**src/ulf_pkg.sv**
```systemverilog
// Constants, register map and state types for the serial line format and FIFO level block
package ulf_pkg;
  // ---------------------------------------------------------------
  // FIFO geometry
  // ---------------------------------------------------------------
  localparam logic [3:0] ULF_FIFO_FULL = 4'he + 4'h1;
  localparam logic [3:0] ULF_PTR_LAST = 4'he;
  localparam logic [3:0] ULF_MIN_BITS = 4'h5;
  // ---------------------------------------------------------------
  // Register indexes, byte address is four times the index
  // ---------------------------------------------------------------
  localparam logic [7:0] ULF_IDX_LEVEL = 8'ha5;
  localparam logic [7:0] ULF_IDX_CONFIG = 8'hc2;
  localparam logic [7:0] ULF_IDX_DATA = 8'hc3;
  localparam logic [7:0] ULF_IDX_BAUD = 8'hc4;
  localparam logic [7:0] ULF_IDX_INT_STAT = 8'hc5;
  localparam logic [7:0] ULF_IDX_INT_MASK = 8'hc6;
  // ---------------------------------------------------------------
  // Line configuration fields
  // ---------------------------------------------------------------
  localparam int ULF_CFG_EN = 7;
  localparam int ULF_CFG_SB = 6;
  localparam int ULF_CFG_WLS_HI = 5;
  localparam int ULF_CFG_WLS_LO = 4;
  localparam int ULF_CFG_BRK = 3;
  localparam int ULF_CFG_OP = 2;
  localparam int ULF_CFG_PE = 1;
  localparam int ULF_CFG_SP = 0;
  localparam logic [7:0] ULF_CFG_RESET = 8'h00;
  localparam logic [15:0] ULF_BAUD_RESET = 16'h0000;
  localparam logic [3:0] ULF_THR_RESET = 4'h0;
  localparam logic [3:0] ULF_TX_RESET_CODE = 4'h0;
  localparam logic [3:0] ULF_RX_RESET_CODE = 4'hf;
  // ---------------------------------------------------------------
  // Interrupt status layout
  // ---------------------------------------------------------------
  localparam int ULF_INT_W = 5;
  localparam int ULF_INT_RDA = 0;
  localparam int ULF_INT_TRA = 1;
  localparam int ULF_INT_RFO = 2;
  localparam int ULF_INT_TFO = 3;
  localparam int ULF_INT_RFU = 4;
  localparam logic [ULF_INT_W-1:0] ULF_INT_RESET = 5'h00;
  typedef enum logic [2:0] {ULF_TX_IDLE, ULF_TX_START, ULF_TX_DATA, ULF_TX_PARITY, ULF_TX_STOP} ulf_tx_state_t;
  typedef enum logic [2:0] {ULF_RX_IDLE, ULF_RX_START, ULF_RX_DATA, ULF_RX_PARITY, ULF_RX_STOP} ulf_rx_state_t;
endpackage

```
**src/ulf_uart.sv**
```systemverilog
// Serial port with line format control, 15-byte FIFOs and fill level thresholds
//
// The APB register port was chosen for this implementation.
`timescale 1ns/10ps
module ulf_uart import ulf_pkg::*; (
  input wire logic clock,
  input wire logic rst_n,
  input wire logic psel,
  input wire logic penable,
  input wire logic pwrite,
  input wire logic [11:0] paddr,
  input wire logic [31:0] pwdata,
  output logic [31:0] prdata,
  output logic pready,
  output logic pslverr,
  input wire logic serial_in,
  output logic serial_out,
  output logic irq
);
  // ---------------------------------------------------------------
  // Helpers
  // ---------------------------------------------------------------
  function automatic logic [3:0] ulf_next_ptr(input logic [3:0] p);
    ulf_next_ptr = (p == ULF_PTR_LAST) ? 4'h0 : p + 4'h1;
  endfunction
  function automatic logic [7:0] ulf_mask(input logic [7:0] d, input logic [1:0] word_length_select);
    logic [7:0] m;
    m = 8'hff >> (2'h3 - word_length_select);
    ulf_mask = d & m;
  endfunction
  function automatic logic ulf_parity(input logic [7:0] d, input logic [1:0] word_length_select, input logic odd,
                                      input logic force1);
    ulf_parity = force1 | (odd ^ (^ulf_mask(d, word_length_select)));
  endfunction
  function automatic logic ulf_hit(input logic [11:0] a, input logic [7:0] idx);
    ulf_hit = (a == {2'h0, idx, 2'h0});
  endfunction

  logic [7:0] cfg;
  logic [15:0] baud;
  logic [3:0] rx_thr;
  logic [3:0] tx_thr;
  logic [ULF_INT_W-1:0] int_stat;
  logic [ULF_INT_W-1:0] int_mask;
  logic [7:0] tx_mem [0:14];
  logic [8:0] rx_mem [0:14];
  logic [3:0] tx_rd, tx_wr, tx_count, rx_rd, rx_wr, rx_count;
  ulf_tx_state_t tx_state;
  ulf_rx_state_t rx_state;
  logic [15:0] tx_cnt, rx_cnt;
  logic [7:0] tx_shift, rx_shift;
  logic [3:0] tx_bitn;
  logic [2:0] rx_bitn;
  logic tx_line, tx_par, tx_stop2, rx_pbit;
  logic rx_sync1, rx_sync2;

  // ---------------------------------------------------------------
  // Bus decode
  // ---------------------------------------------------------------
  wire setup = psel & ~penable;
  wire acc = psel & penable;
  wire wr_en = acc & pwrite;
  wire rd_en = acc & ~pwrite;
  wire hit_level = ulf_hit(paddr, ULF_IDX_LEVEL);
  wire hit_cfg = ulf_hit(paddr, ULF_IDX_CONFIG);
  wire hit_data = ulf_hit(paddr, ULF_IDX_DATA);
  wire hit_baud = ulf_hit(paddr, ULF_IDX_BAUD);
  wire hit_stat = ulf_hit(paddr, ULF_IDX_INT_STAT);
  wire hit_mask = ulf_hit(paddr, ULF_IDX_INT_MASK);
  wire hit_any = hit_level | hit_cfg | hit_data | hit_baud | hit_stat | hit_mask;
  wire wr_level = wr_en & hit_level;
  wire en = cfg[ULF_CFG_EN];
  wire pe = cfg[ULF_CFG_PE];
  wire [1:0] word_length_select = cfg[ULF_CFG_WLS_HI:ULF_CFG_WLS_LO];
  wire [3:0] nbits = ULF_MIN_BITS + {2'h0, word_length_select};
  wire clear_all = ~en & (baud == ULF_BAUD_RESET);
  wire tx_reset = clear_all | (wr_level & (pwdata[3:0] == ULF_TX_RESET_CODE));
  wire rx_reset = clear_all | (wr_level & (pwdata[7:4] == ULF_RX_RESET_CODE));
  wire head_parity_error_flag = (rx_count != 4'h0) & rx_mem[rx_rd][8];
  wire [7:0] cfg_rd = {cfg[7:2], head_parity_error_flag, cfg[ULF_CFG_SP]};
  wire [31:0] rd_mux = hit_level ? {24'h0000_00, rx_count, tx_count} :
                       hit_cfg ? {24'h0000_00, cfg_rd} :
                       hit_data ? {24'h0000_00, rx_mem[rx_rd][7:0]} :
                       hit_baud ? {16'h0000, baud} :
                       hit_stat ? {27'h0000_000, int_stat} :
                       hit_mask ? {27'h0000_000, int_mask} : 32'h0000_0000;

  assign pready = 1'b1;

  always_ff @(posedge clock or negedge rst_n) begin
    if (!rst_n) begin
      prdata <= 32'h0000_0000;
      pslverr <= 1'b0;
    end else begin
      prdata <= setup ? rd_mux : prdata;
      pslverr <= setup & ~hit_any;
    end
  end

  // ---------------------------------------------------------------
  // Control registers
  // ---------------------------------------------------------------
  always_ff @(posedge clock or negedge rst_n) begin
    if (!rst_n) begin
      cfg <= ULF_CFG_RESET;
      baud <= ULF_BAUD_RESET;
      rx_thr <= ULF_THR_RESET;
      tx_thr <= ULF_THR_RESET;
      int_mask <= ULF_INT_RESET;
    end else begin
      if (wr_en & hit_cfg) begin
        cfg <= pwdata[7:0];
      end
      if (wr_en & hit_baud) begin
        baud <= pwdata[15:0];
      end
      if (wr_level) begin
        rx_thr <= pwdata[7:4];
        tx_thr <= pwdata[3:0];
      end
      if (wr_en & hit_mask) begin
        int_mask <= pwdata[ULF_INT_W-1:0];
      end
    end
  end

  // ---------------------------------------------------------------
  // FIFOs
  // ---------------------------------------------------------------
  wire tx_push_req = wr_en & hit_data;
  wire tx_push = tx_push_req & (tx_count != ULF_FIFO_FULL) & ~tx_reset;
  wire tx_pop = (tx_state == ULF_TX_IDLE) & en & (tx_count != 4'h0) & ~tx_reset;
  wire rx_pop_req = rd_en & hit_data;
  wire rx_pop = rx_pop_req & (rx_count != 4'h0) & ~rx_reset;
  wire rx_tick = (rx_cnt == 16'h0000);
  wire rx_done = (rx_state == ULF_RX_STOP) & rx_tick & ~rx_reset;
  wire rx_push = rx_done & (rx_count != ULF_FIFO_FULL);
  wire rx_parity_error_flag = pe & (rx_pbit != ulf_parity(rx_shift, word_length_select, cfg[ULF_CFG_OP], cfg[ULF_CFG_SP]));

  always_ff @(posedge clock or negedge rst_n) begin
    if (!rst_n) begin
      tx_rd <= 4'h0;
      tx_wr <= 4'h0;
      tx_count <= 4'h0;
    end else if (tx_reset) begin
      tx_rd <= 4'h0;
      tx_wr <= 4'h0;
      tx_count <= 4'h0;
    end else begin
      tx_wr <= tx_push ? ulf_next_ptr(tx_wr) : tx_wr;
      tx_rd <= tx_pop ? ulf_next_ptr(tx_rd) : tx_rd;
      tx_count <= tx_count + {3'h0, tx_push} - {3'h0, tx_pop};
    end
  end

  always_ff @(posedge clock) begin
    if (tx_push) begin
      tx_mem[tx_wr] <= pwdata[7:0];
    end
    if (rx_push) begin
      rx_mem[rx_wr] <= {rx_parity_error_flag, ulf_mask(rx_shift, word_length_select)};
    end
  end

  always_ff @(posedge clock or negedge rst_n) begin
    if (!rst_n) begin
      rx_rd <= 4'h0;
      rx_wr <= 4'h0;
      rx_count <= 4'h0;
    end else if (rx_reset) begin
      rx_rd <= 4'h0;
      rx_wr <= 4'h0;
      rx_count <= 4'h0;
    end else begin
      rx_wr <= rx_push ? ulf_next_ptr(rx_wr) : rx_wr;
      rx_rd <= rx_pop ? ulf_next_ptr(rx_rd) : rx_rd;
      rx_count <= rx_count + {3'h0, rx_push} - {3'h0, rx_pop};
    end
  end

  // ---------------------------------------------------------------
  // Transmitter
  // ---------------------------------------------------------------
  wire tx_tick = (tx_cnt == 16'h0000);
  wire tx_last = (tx_bitn == nbits);
  wire [15:0] next_tx_cnt = ((tx_state == ULF_TX_IDLE) | tx_tick) ? baud : tx_cnt - 16'h0001;

  always_ff @(posedge clock or negedge rst_n) begin
    if (!rst_n) begin
      tx_cnt <= ULF_BAUD_RESET;
    end else begin
      tx_cnt <= next_tx_cnt;
    end
  end

  always_ff @(posedge clock or negedge rst_n) begin
    if (!rst_n) begin
      tx_state <= ULF_TX_IDLE;
      tx_line <= 1'b1;
      tx_shift <= 8'h00;
      tx_bitn <= 4'h0;
      tx_par <= 1'b0;
      tx_stop2 <= 1'b0;
    end else if (tx_reset) begin
      tx_state <= ULF_TX_IDLE;
      tx_line <= 1'b1;
    end else begin
      case (tx_state)
        ULF_TX_IDLE: begin
          tx_line <= 1'b1;
          if (tx_pop) begin
            tx_shift <= tx_mem[tx_rd];
            tx_par <= ulf_parity(tx_mem[tx_rd], word_length_select, cfg[ULF_CFG_OP], cfg[ULF_CFG_SP]);
            tx_line <= 1'b0;
            tx_state <= ULF_TX_START;
          end
        end
        ULF_TX_START: begin
          if (tx_tick) begin
            tx_line <= tx_shift[0];
            tx_shift <= tx_shift >> 1;
            tx_bitn <= 4'h1;
            tx_state <= ULF_TX_DATA;
          end
        end
        ULF_TX_DATA: begin
          if (tx_tick && tx_last) begin
            tx_line <= pe ? tx_par : 1'b1;
            tx_stop2 <= cfg[ULF_CFG_SB];
            tx_state <= pe ? ULF_TX_PARITY : ULF_TX_STOP;
          end else if (tx_tick) begin
            tx_line <= tx_shift[0];
            tx_shift <= tx_shift >> 1;
            tx_bitn <= tx_bitn + 4'h1;
          end
        end
        ULF_TX_PARITY: begin
          if (tx_tick) begin
            tx_line <= 1'b1;
            tx_state <= ULF_TX_STOP;
          end
        end
        ULF_TX_STOP: begin
          if (tx_tick && tx_stop2) begin
            tx_stop2 <= 1'b0;
          end else if (tx_tick) begin
            tx_state <= ULF_TX_IDLE;
          end
        end
        default: begin
          tx_state <= ULF_TX_IDLE;
        end
      endcase
    end
  end

  always_ff @(posedge clock or negedge rst_n) begin
    if (!rst_n) begin
      serial_out <= 1'b1;
    end else begin
      serial_out <= tx_line & ~cfg[ULF_CFG_BRK];
    end
  end

  // ---------------------------------------------------------------
  // Receiver
  // ---------------------------------------------------------------
  wire [15:0] next_rx_cnt = (rx_state == ULF_RX_IDLE) ? (baud >> 1) :
                            rx_tick ? baud : rx_cnt - 16'h0001;
  wire rx_last = ({1'b0, rx_bitn} == nbits - 4'h1);

  always_ff @(posedge clock or negedge rst_n) begin
    if (!rst_n) begin
      rx_sync1 <= 1'b1;
      rx_sync2 <= 1'b1;
      rx_cnt <= ULF_BAUD_RESET;
    end else begin
      rx_sync1 <= serial_in;
      rx_sync2 <= rx_sync1;
      rx_cnt <= next_rx_cnt;
    end
  end

  always_ff @(posedge clock or negedge rst_n) begin
    if (!rst_n) begin
      rx_state <= ULF_RX_IDLE;
      rx_shift <= 8'h00;
      rx_bitn <= 3'h0;
      rx_pbit <= 1'b0;
    end else if (rx_reset) begin
      rx_state <= ULF_RX_IDLE;
    end else begin
      case (rx_state)
        ULF_RX_IDLE: begin
          if (en && !rx_sync2) begin
            rx_state <= ULF_RX_START;
          end
        end
        ULF_RX_START: begin
          if (rx_tick) begin
            rx_shift <= 8'h00;
            rx_bitn <= 3'h0;
            rx_state <= rx_sync2 ? ULF_RX_IDLE : ULF_RX_DATA;
          end
        end
        ULF_RX_DATA: begin
          if (rx_tick) begin
            rx_shift[rx_bitn] <= rx_sync2;
            rx_bitn <= rx_bitn + 3'h1;
            if (rx_last) begin
              rx_state <= pe ? ULF_RX_PARITY : ULF_RX_STOP;
            end
          end
        end
        ULF_RX_PARITY: begin
          if (rx_tick) begin
            rx_pbit <= rx_sync2;
            rx_state <= ULF_RX_STOP;
          end
        end
        ULF_RX_STOP: begin
          if (rx_tick) begin
            rx_state <= ULF_RX_IDLE;
          end
        end
        default: begin
          rx_state <= ULF_RX_IDLE;
        end
      endcase
    end
  end

  // ---------------------------------------------------------------
  // Interrupts
  // ---------------------------------------------------------------
  wire [ULF_INT_W-1:0] ev;
  assign ev[ULF_INT_RDA] = rx_count > rx_thr;
  assign ev[ULF_INT_TRA] = tx_count < tx_thr;
  assign ev[ULF_INT_RFO] = rx_done & (rx_count == ULF_FIFO_FULL);
  assign ev[ULF_INT_TFO] = tx_push_req & (tx_count == ULF_FIFO_FULL);
  assign ev[ULF_INT_RFU] = rx_pop_req & (rx_count == 4'h0);
  wire [ULF_INT_W-1:0] w1c = (wr_en & hit_stat) ? pwdata[ULF_INT_W-1:0] : ULF_INT_RESET;
  wire [ULF_INT_W-1:0] fifo_clr = clear_all ? 5'h1c : ULF_INT_RESET;
  wire [ULF_INT_W-1:0] next_int_stat = (int_stat & ~w1c & ~fifo_clr) | ev;

  always_ff @(posedge clock or negedge rst_n) begin
    if (!rst_n) begin
      int_stat <= ULF_INT_RESET;
      irq <= 1'b0;
    end else begin
      int_stat <= next_int_stat;
      irq <= |(next_int_stat & int_mask);
    end
  end
endmodule

```
**config.mk**
```make
export PLATFORM = sky130hd
export DESIGN_NAME = ulf_uart
export DESIGN_NICKNAME = d
export VERILOG_FILES = /design/src/ulf_pkg.sv /design/src/ulf_uart.sv
export SDC_FILE = /design/constraint.sdc
export NUM_CORES = 1
export LEC_CHECK = 0
export BUFFER_PORTS_ARGS = -buffer_cell sky130_fd_sc_hd__clkbuf_2
export CORE_ASPECT_RATIO = 2
export CORE_MARGIN = 4
export CORE_UTILIZATION = 30
export CTS_CLUSTER_SIZE = 20
export DETAILED_ROUTE_END_ITERATION = 16
export RECOVER_POWER = 50
export SYNTH_ARGS = -nofsm -noshare
export SYNTH_HDL_FRONTEND = slang
export SYNTH_SLANG_ARGS = --single-unit
```
**constraint.sdc**
```tcl
create_clock -name clock -period 4.1 [get_ports clock]
set_input_delay 1.025 -clock clock [delete_from_list [all_inputs] [get_ports clock]]
set_output_delay 1.025 -clock clock [all_outputs]
set_load 0.1 [all_outputs]
```
**Yosys cells after proc, flatten, opt, wreduce, memory -nomap -nowiden**

Memories as Yosys holds them, arrays and structs flattened.
Cells that the tools add are included.

- Register bits after elaboration: 168
- RAM bits: 255
- Output and inout port bits: 36
- Logic and storage cells: 264
- Memories kept: 2

- $add $sub $neg: 15
- Magnitude comparators: 4
- Eq/ne operators: 46
- Shifts and indexed selects: 1
- Mux-type cells: 73
- Bitwise operators: 58
- Reductions and logical operators: 35

Memory list:

| name | words | width | rd ports | clocked after memory_dff | write ports | RTL line | source |
|---|---|---|---|---|---|---|---|
| rx_mem | 15 | 9 | 1 | 0 | 1 | ulf_uart.sv:46 | `logic [8:0] rx_mem [0:14];` |
| tx_mem | 15 | 8 | 1 | 0 | 1 | ulf_uart.sv:45 | `logic [7:0] tx_mem [0:14];` |

Operators with widths:

| cell | number |
|---|---|
| 16-bit two-way mux | 7 |
| 12-bit by 10-bit equality test with 1-bit output (second input constant) | 6 |
| 4-bit two-way mux | 17 |
| 16-bit logical NOT | 3 |
| 3-bit two-way mux | 16 |
| 8-bit two-way mux | 5 |
| 3-bit != test (second input constant) | 11 |
| 16-bit by 1-bit subtractor with 16-bit output (second input constant) | 2 |
| 1-bit AND | 31 |
| 3-bit case mux with 5 select lines | 2 |
| 4-bit equality test (second input constant) | 7 |
| 8-bit case mux with 3 select lines | 1 |
| 4-bit by 1-bit adder with 4-bit output (second input constant) | 5 |
| 5-bit two-way mux | 4 |
| 8-bit AND | 2 |
| 2-bit != test (second input constant) | 8 |
| 8-bit case mux with 2 select lines | 1 |
| 8-bit parity | 2 |
| 5-bit AND | 3 |
| 2-bit nonzero test | 7 |
| 1-bit two-way mux | 13 |
| 3-bit by 2-bit equality test with 1-bit output (second input constant) | 4 |
| 4-bit AND reduction | 3 |
| 6-bit AND reduction | 2 |
| 41 further kinds | 70 |

**Logic depth before layout (Yosys ltp)**

- Depth in word-level cells: 11
- Gate-level depth with buffers: 15
- Mapped depth without buffers: 13

**Worst setup path before layout**

No wires, ideal clock.

- Path type: input to register
- Start: input paddr[11]
- End: register rx_count[2]
- Library setup time: 0.132 ns
- Arrival: 3.805 ns
- Required time: 3.968 ns
- Setup slack: 0.163 ns
- Stages on the path: 13
- Buffers on the path: 2
- Cells stage by stage: nor3b_1 nand2_1 nor3_1 or2_2 clkbuf_1 clkbuf_1 nor2_1 ha_1 inv_1 ha_1 fa_1 xnor2_1 nor2_1

- Word-level cells in the longest chain between the ends: 10
- Elaborated cells between the ends (all ways): 14
- Those cells by class: add/sub: 2; eq/ne: 2; mux: 1; bitwise: 9

RTL lines:

| item | RTL line | source |
|---|---|---|
| from (decl) | ulf_uart.sv:11 | `input wire logic [11:0] paddr,` |
| 12-bit by 10-bit equality test with 1-bit output | ulf_uart.sv:36 | `ulf_hit = (a == {2'h0, idx, 2'h0});` |
| 1-bit AND | ulf_uart.sv:71 | `wire wr_level = wr_en & hit_level;` |
| 1-bit AND | ulf_uart.sv:78 | `wire rx_reset = clear_all \| (wr_level & (pwdata[7:4] == ULF_RX_RESET_CODE));` |
| 1-bit bitwise OR | ulf_uart.sv:78 |  |
| 1-bit NOT (no source line) | - |  |
| 1-bit AND | ulf_uart.sv:136 | `wire rx_done = (rx_state == ULF_RX_STOP) & rx_tick & ~rx_reset;` |
| 1-bit AND | ulf_uart.sv:137 | `wire rx_push = rx_done & (rx_count != ULF_FIFO_FULL);` |
| 4-bit by 1-bit adder with 4-bit output | ulf_uart.sv:177 | `rx_count <= rx_count + {3'h0, rx_push} - {3'h0, rx_pop};` |
| 4-bit by 1-bit subtractor with 4-bit output | ulf_uart.sv:177 |  |
| 4-bit two-way mux (*) | ulf_uart.sv:170 | `end else if (rx_reset) begin` |
| to (signal assigned) | ulf_uart.sv:177 |  |
| to (decl) | ulf_uart.sv:47 | `logic [3:0] tx_rd, tx_wr, tx_count, rx_rd, rx_wr, rx_count;` |

Mark *: on every way between the ends. The rest lies on a longest branch, timed or not.
A chain may end at the register's enable or synchronous reset.

**Worst setup path in the final report**

- Start: input paddr[1]
- End: register tx_wr[2]

- Word-level cells in the longest chain between the ends: 7
- Elaborated cells between the ends (all ways): 11
- Those cells by class: eq/ne: 2; mux: 1; bitwise: 7; reduce/logical: 1

RTL lines:

| item | RTL line | source |
|---|---|---|
| 12-bit by 10-bit equality test with 1-bit output | ulf_uart.sv:36 |  |
| 1-bit AND | ulf_uart.sv:71 |  |
| 1-bit AND | ulf_uart.sv:77 | `wire tx_reset = clear_all \| (wr_level & (pwdata[3:0] == ULF_TX_RESET_CODE));` |
| 1-bit bitwise OR | ulf_uart.sv:77 |  |
| 1-bit NOT (no source line) | - |  |
| 1-bit AND | ulf_uart.sv:131 | `wire tx_push = tx_push_req & (tx_count != ULF_FIFO_FULL) & ~tx_reset;` |
| 2-bit nonzero test (no source line) | - |  |
| to (signal assigned) | ulf_uart.sv:150 | `tx_wr <= tx_push ? ulf_next_ptr(tx_wr) : tx_wr;` |
| to (decl) | ulf_uart.sv:47 |  |

Several ways; a longest one is shown, not always the timed one.

==> impl_metrics.py <==
metrics = {
    "clocking": {
        "path_clk_slew_ns": 0.07,
        "cts_tree": "built",
        "hold_buffers": 0,
        "cts_max_path_buffers": 3,
        "post-cts-setup-buffers": 0,
        "clock_latency_ns": 0.57,
        "numCtsBuffers": 36,
        "clock_sinks": 407,
        "cts_root_buf": "clkbuf_16",
        "cts.repair.resized": 0,
        "htree_levels": 2,
    },
    "detailed_routing": {
        "final_antenna_net_count": 0,
        "dr.pass1.iters": 5,
        "drt-initial-drc-count": 748,
        "vias_per_cell": 5.06,
        "vias": 11700,
        "wl_per_cell_um": 20.9,
        "drc_errors": 0,
        "routed_wl_um": 48200,
    },
    "critical_path": {
        "crit_fanout": 6,
        "required_ns": 4.58,
        "worstSetupPathType": "in2reg",
        "arrival_ns": 3.93,
        "crit_path_end_kind": "flop",
        "start_kind": "primary input",
        "critPathLaunch": "paddr[1]",
        "crit-reg2reg-launch": "cfg[4]",
    },
    "die": {
        "fp.dieW_um": 184,
        "die_area_um2": 66300,
        "start_util": 0.304,
        "die_h_um": 360,
        "std_cell_rows": 128,
        "ios": 86,
        "coreArea_um2": 61200,
    },
    "yosys": {
        "async_reset_ff_frac": 0.373,
        "ys_seq_area_frac": 0.617,
        "synth_cell_types": 80,
        "synth_flop_cell": "edfxtp_1",
        "synth_cells": 1397,
        "ys_ff_latch": 407,
        "synthesis.area_um2": 18600,
        "yosys_warnings": 0,
        "synth_edf_count": 255,
        "syn_area_per_cell_um2": 13.3,
    },
    "placement": {
        "gp_congestion": 0.880,
        "place_ws_ns": 0.252,
        "dp_hpwl_um": 35400,
        "portBuffers": 52,
        "dpl-instance-area_um2": 20100,
    },
    "pwr": {
        "total_power_mw": 8.04,
        "p_leak_nw": 8.02,
        "power.density_nw_per_um2": 379,
        "ir_drop_v": 0.000246,
    },
    "global_route": {
        "grt_pass1_wl_um": 73000,
        "antenna_found_initial": 1,
        "grt_usage": 0.143,
        "first_global_vias": 12200,
        "grt_overflow": 0,
        "grt_max_degree": 84,
    },
    "sta": {
        "setup_viol": 0,
        "fin_crit_ns": 3.44,
        "worst_pin_slew_ns": 1.76,
        "max_freq_mhz": 290,
        "slew_headroom": -0.176,
        "rsz0062_at_grt": "false",
        "finalSetupTns_ns": 0,
        "finClkSkew_ns": 0.0411,
        "slew_viol_final": 71,
        "final-hold-violation-count": 0,
        "fin_crit_sh": 0.840,
        "layout_setup_ws_ns": 0.657,
    },
    "hold_path": {
        "hp-class": "reg2reg",
        "holdCritStartpoint": "rx_sync1",
    },
    "status": {
        "violations": "capacitance limit, slew limit",
        "status": "finished, violations left",
    },
    "finish": {
        "fin_area_um2": 21200,
        "seq_area_um2": 11500,
        "nets": 1583,
        "final_core_utilization": 0.347,
        "areaGrowthSynthToFinish_pct": 14.0,
        "multi_input_area_um2": 6580,
        "final_layout_size_suffix_gt1_frac": 0.193,
        "fill_cells": 5976,
    },
    "run": {
        "maxCapViolCount": 1,
    },
}
## synthesized netlist by cell type, drive strengths merged, types with 39 or more instances
library cell  count  area share
nor2            120       0.024
edfxtp          255        0.41
nand2           100       0.020
dfrtp           148        0.20
buf              42       0.014
a21oi            62       0.017
mux4             56       0.068
clkbuf           45      0.0091
mux2             43       0.026
inv              43      0.0087
o21ai            80       0.022
nor3             39       0.011
## through the flow
step,hold WS [ns],std cells
2_1_floorplan,0.345,1412
3_3_place_gp,0.353,2242
3_5_place_dp,0.353,2242
4_1_cts,0.363,2307
5_1_grt,0.369,2307
6_report,0.360,2308
## path summary, 6_finish.rpt
path	depth (start not counted)	slack [ns]	end
min in group asynchronous	1	0.95	tx_cnt[10]
worst max register to register	8	0.67	rx_mem[3][8]
max in group asynchronous	2	0.89	rx_rd[0]
worst min register to register	0	0.36	rx_sync2
worst max-delay path	8	0.66	tx_wr[2]
worst min-delay path	0	0.36	rx_sync2
## area by class of cell
cell class / count / area share
clock inverter: 21 / 0.0102
antenna: 1 / 0.000118
timing repair buffer: 137 / 0.0400
inverter: 43 / 0.00761
clock buffer: 44 / 0.0449
sequential: 407 / 0.541
tap: 780 / 0.0460
multi-input combinational: 875 / 0.310
## placed cells by master, fill, tap and decap left out, types with 11 or more instances in the layout
cell type / n
xnor2_1: 37
a22o_1: 11
nor4_1: 15
ha_1: 31
nor2_1: 119
clkbuf_2: 44
nand2_1: 99
mux4_2: 56
conb_1: 17
edfxtp_1: 255
nor3_1: 36
clkbuf_1: 29
a31oi_1: 11
mux2_2: 43
inv_1: 43
buf_4: 69
clkbuf_16: 37
nand2b_1: 13
a21oi_1: 61
nor2b_1: 18
mux2i_1: 37
dfrtp_1: 146
nand3_1: 22
o21ai_0: 73
or3_1: 14
## metal layers
metal	vias to the layer above	share of wire	GRT usage
met5	-	0	0
met4	0	0.063	0.0823
met3	115	0.032	0.0136
met2	292	0.58	0.285
met1	5909	0.33	0.138
li1	5368	-	-
## where the power goes
group	total, mW	switching (mW)	internal, mW	leakage (nW)
clock	3.42	1.55	1.87	0.570
sequential	4.36	0.00814	4.35	4.60
combinational	0.264	0.229	0.0356	2.84
total	8.04	1.79	6.25	8.02
## sequential cells by signal (all words and copies together), names as in the netlist, 8 cells and up
signal,count
tx_mem,120
tx_shift,8
tx_cnt,16
cfg,8
prdata,16
baud,16
rx_shift,8
rx_cnt,16
rx_mem,135
## logic make-up (layout without fill, tap and decap cells)
logic type                 after synthesis  in the layout  share of synthesized area
adders and majority gates               33             33                     0.0230
other                                    2             18                   0.000404
buffers and inverters                  130            245                     0.0320
muxes                                  136            136                      0.114
xor gates and xnor gates                49             49                     0.0246
DFF                                    407            407                      0.617
AOI/OAI and AO/OA                      229            229                     0.0759
and+or+nand+nor                        411            411                      0.114
## worst max-delay path, stage by stage
cell and delay, ns:
clkbuf_2 0.10, or4_4 0.58, nor4_1 0.95, and2_1 0.42, and3_1 0.35, nand3_1 0.14, or2_0 0.23, a21oi_1 0.14
(Power assumes the default switching activity.)
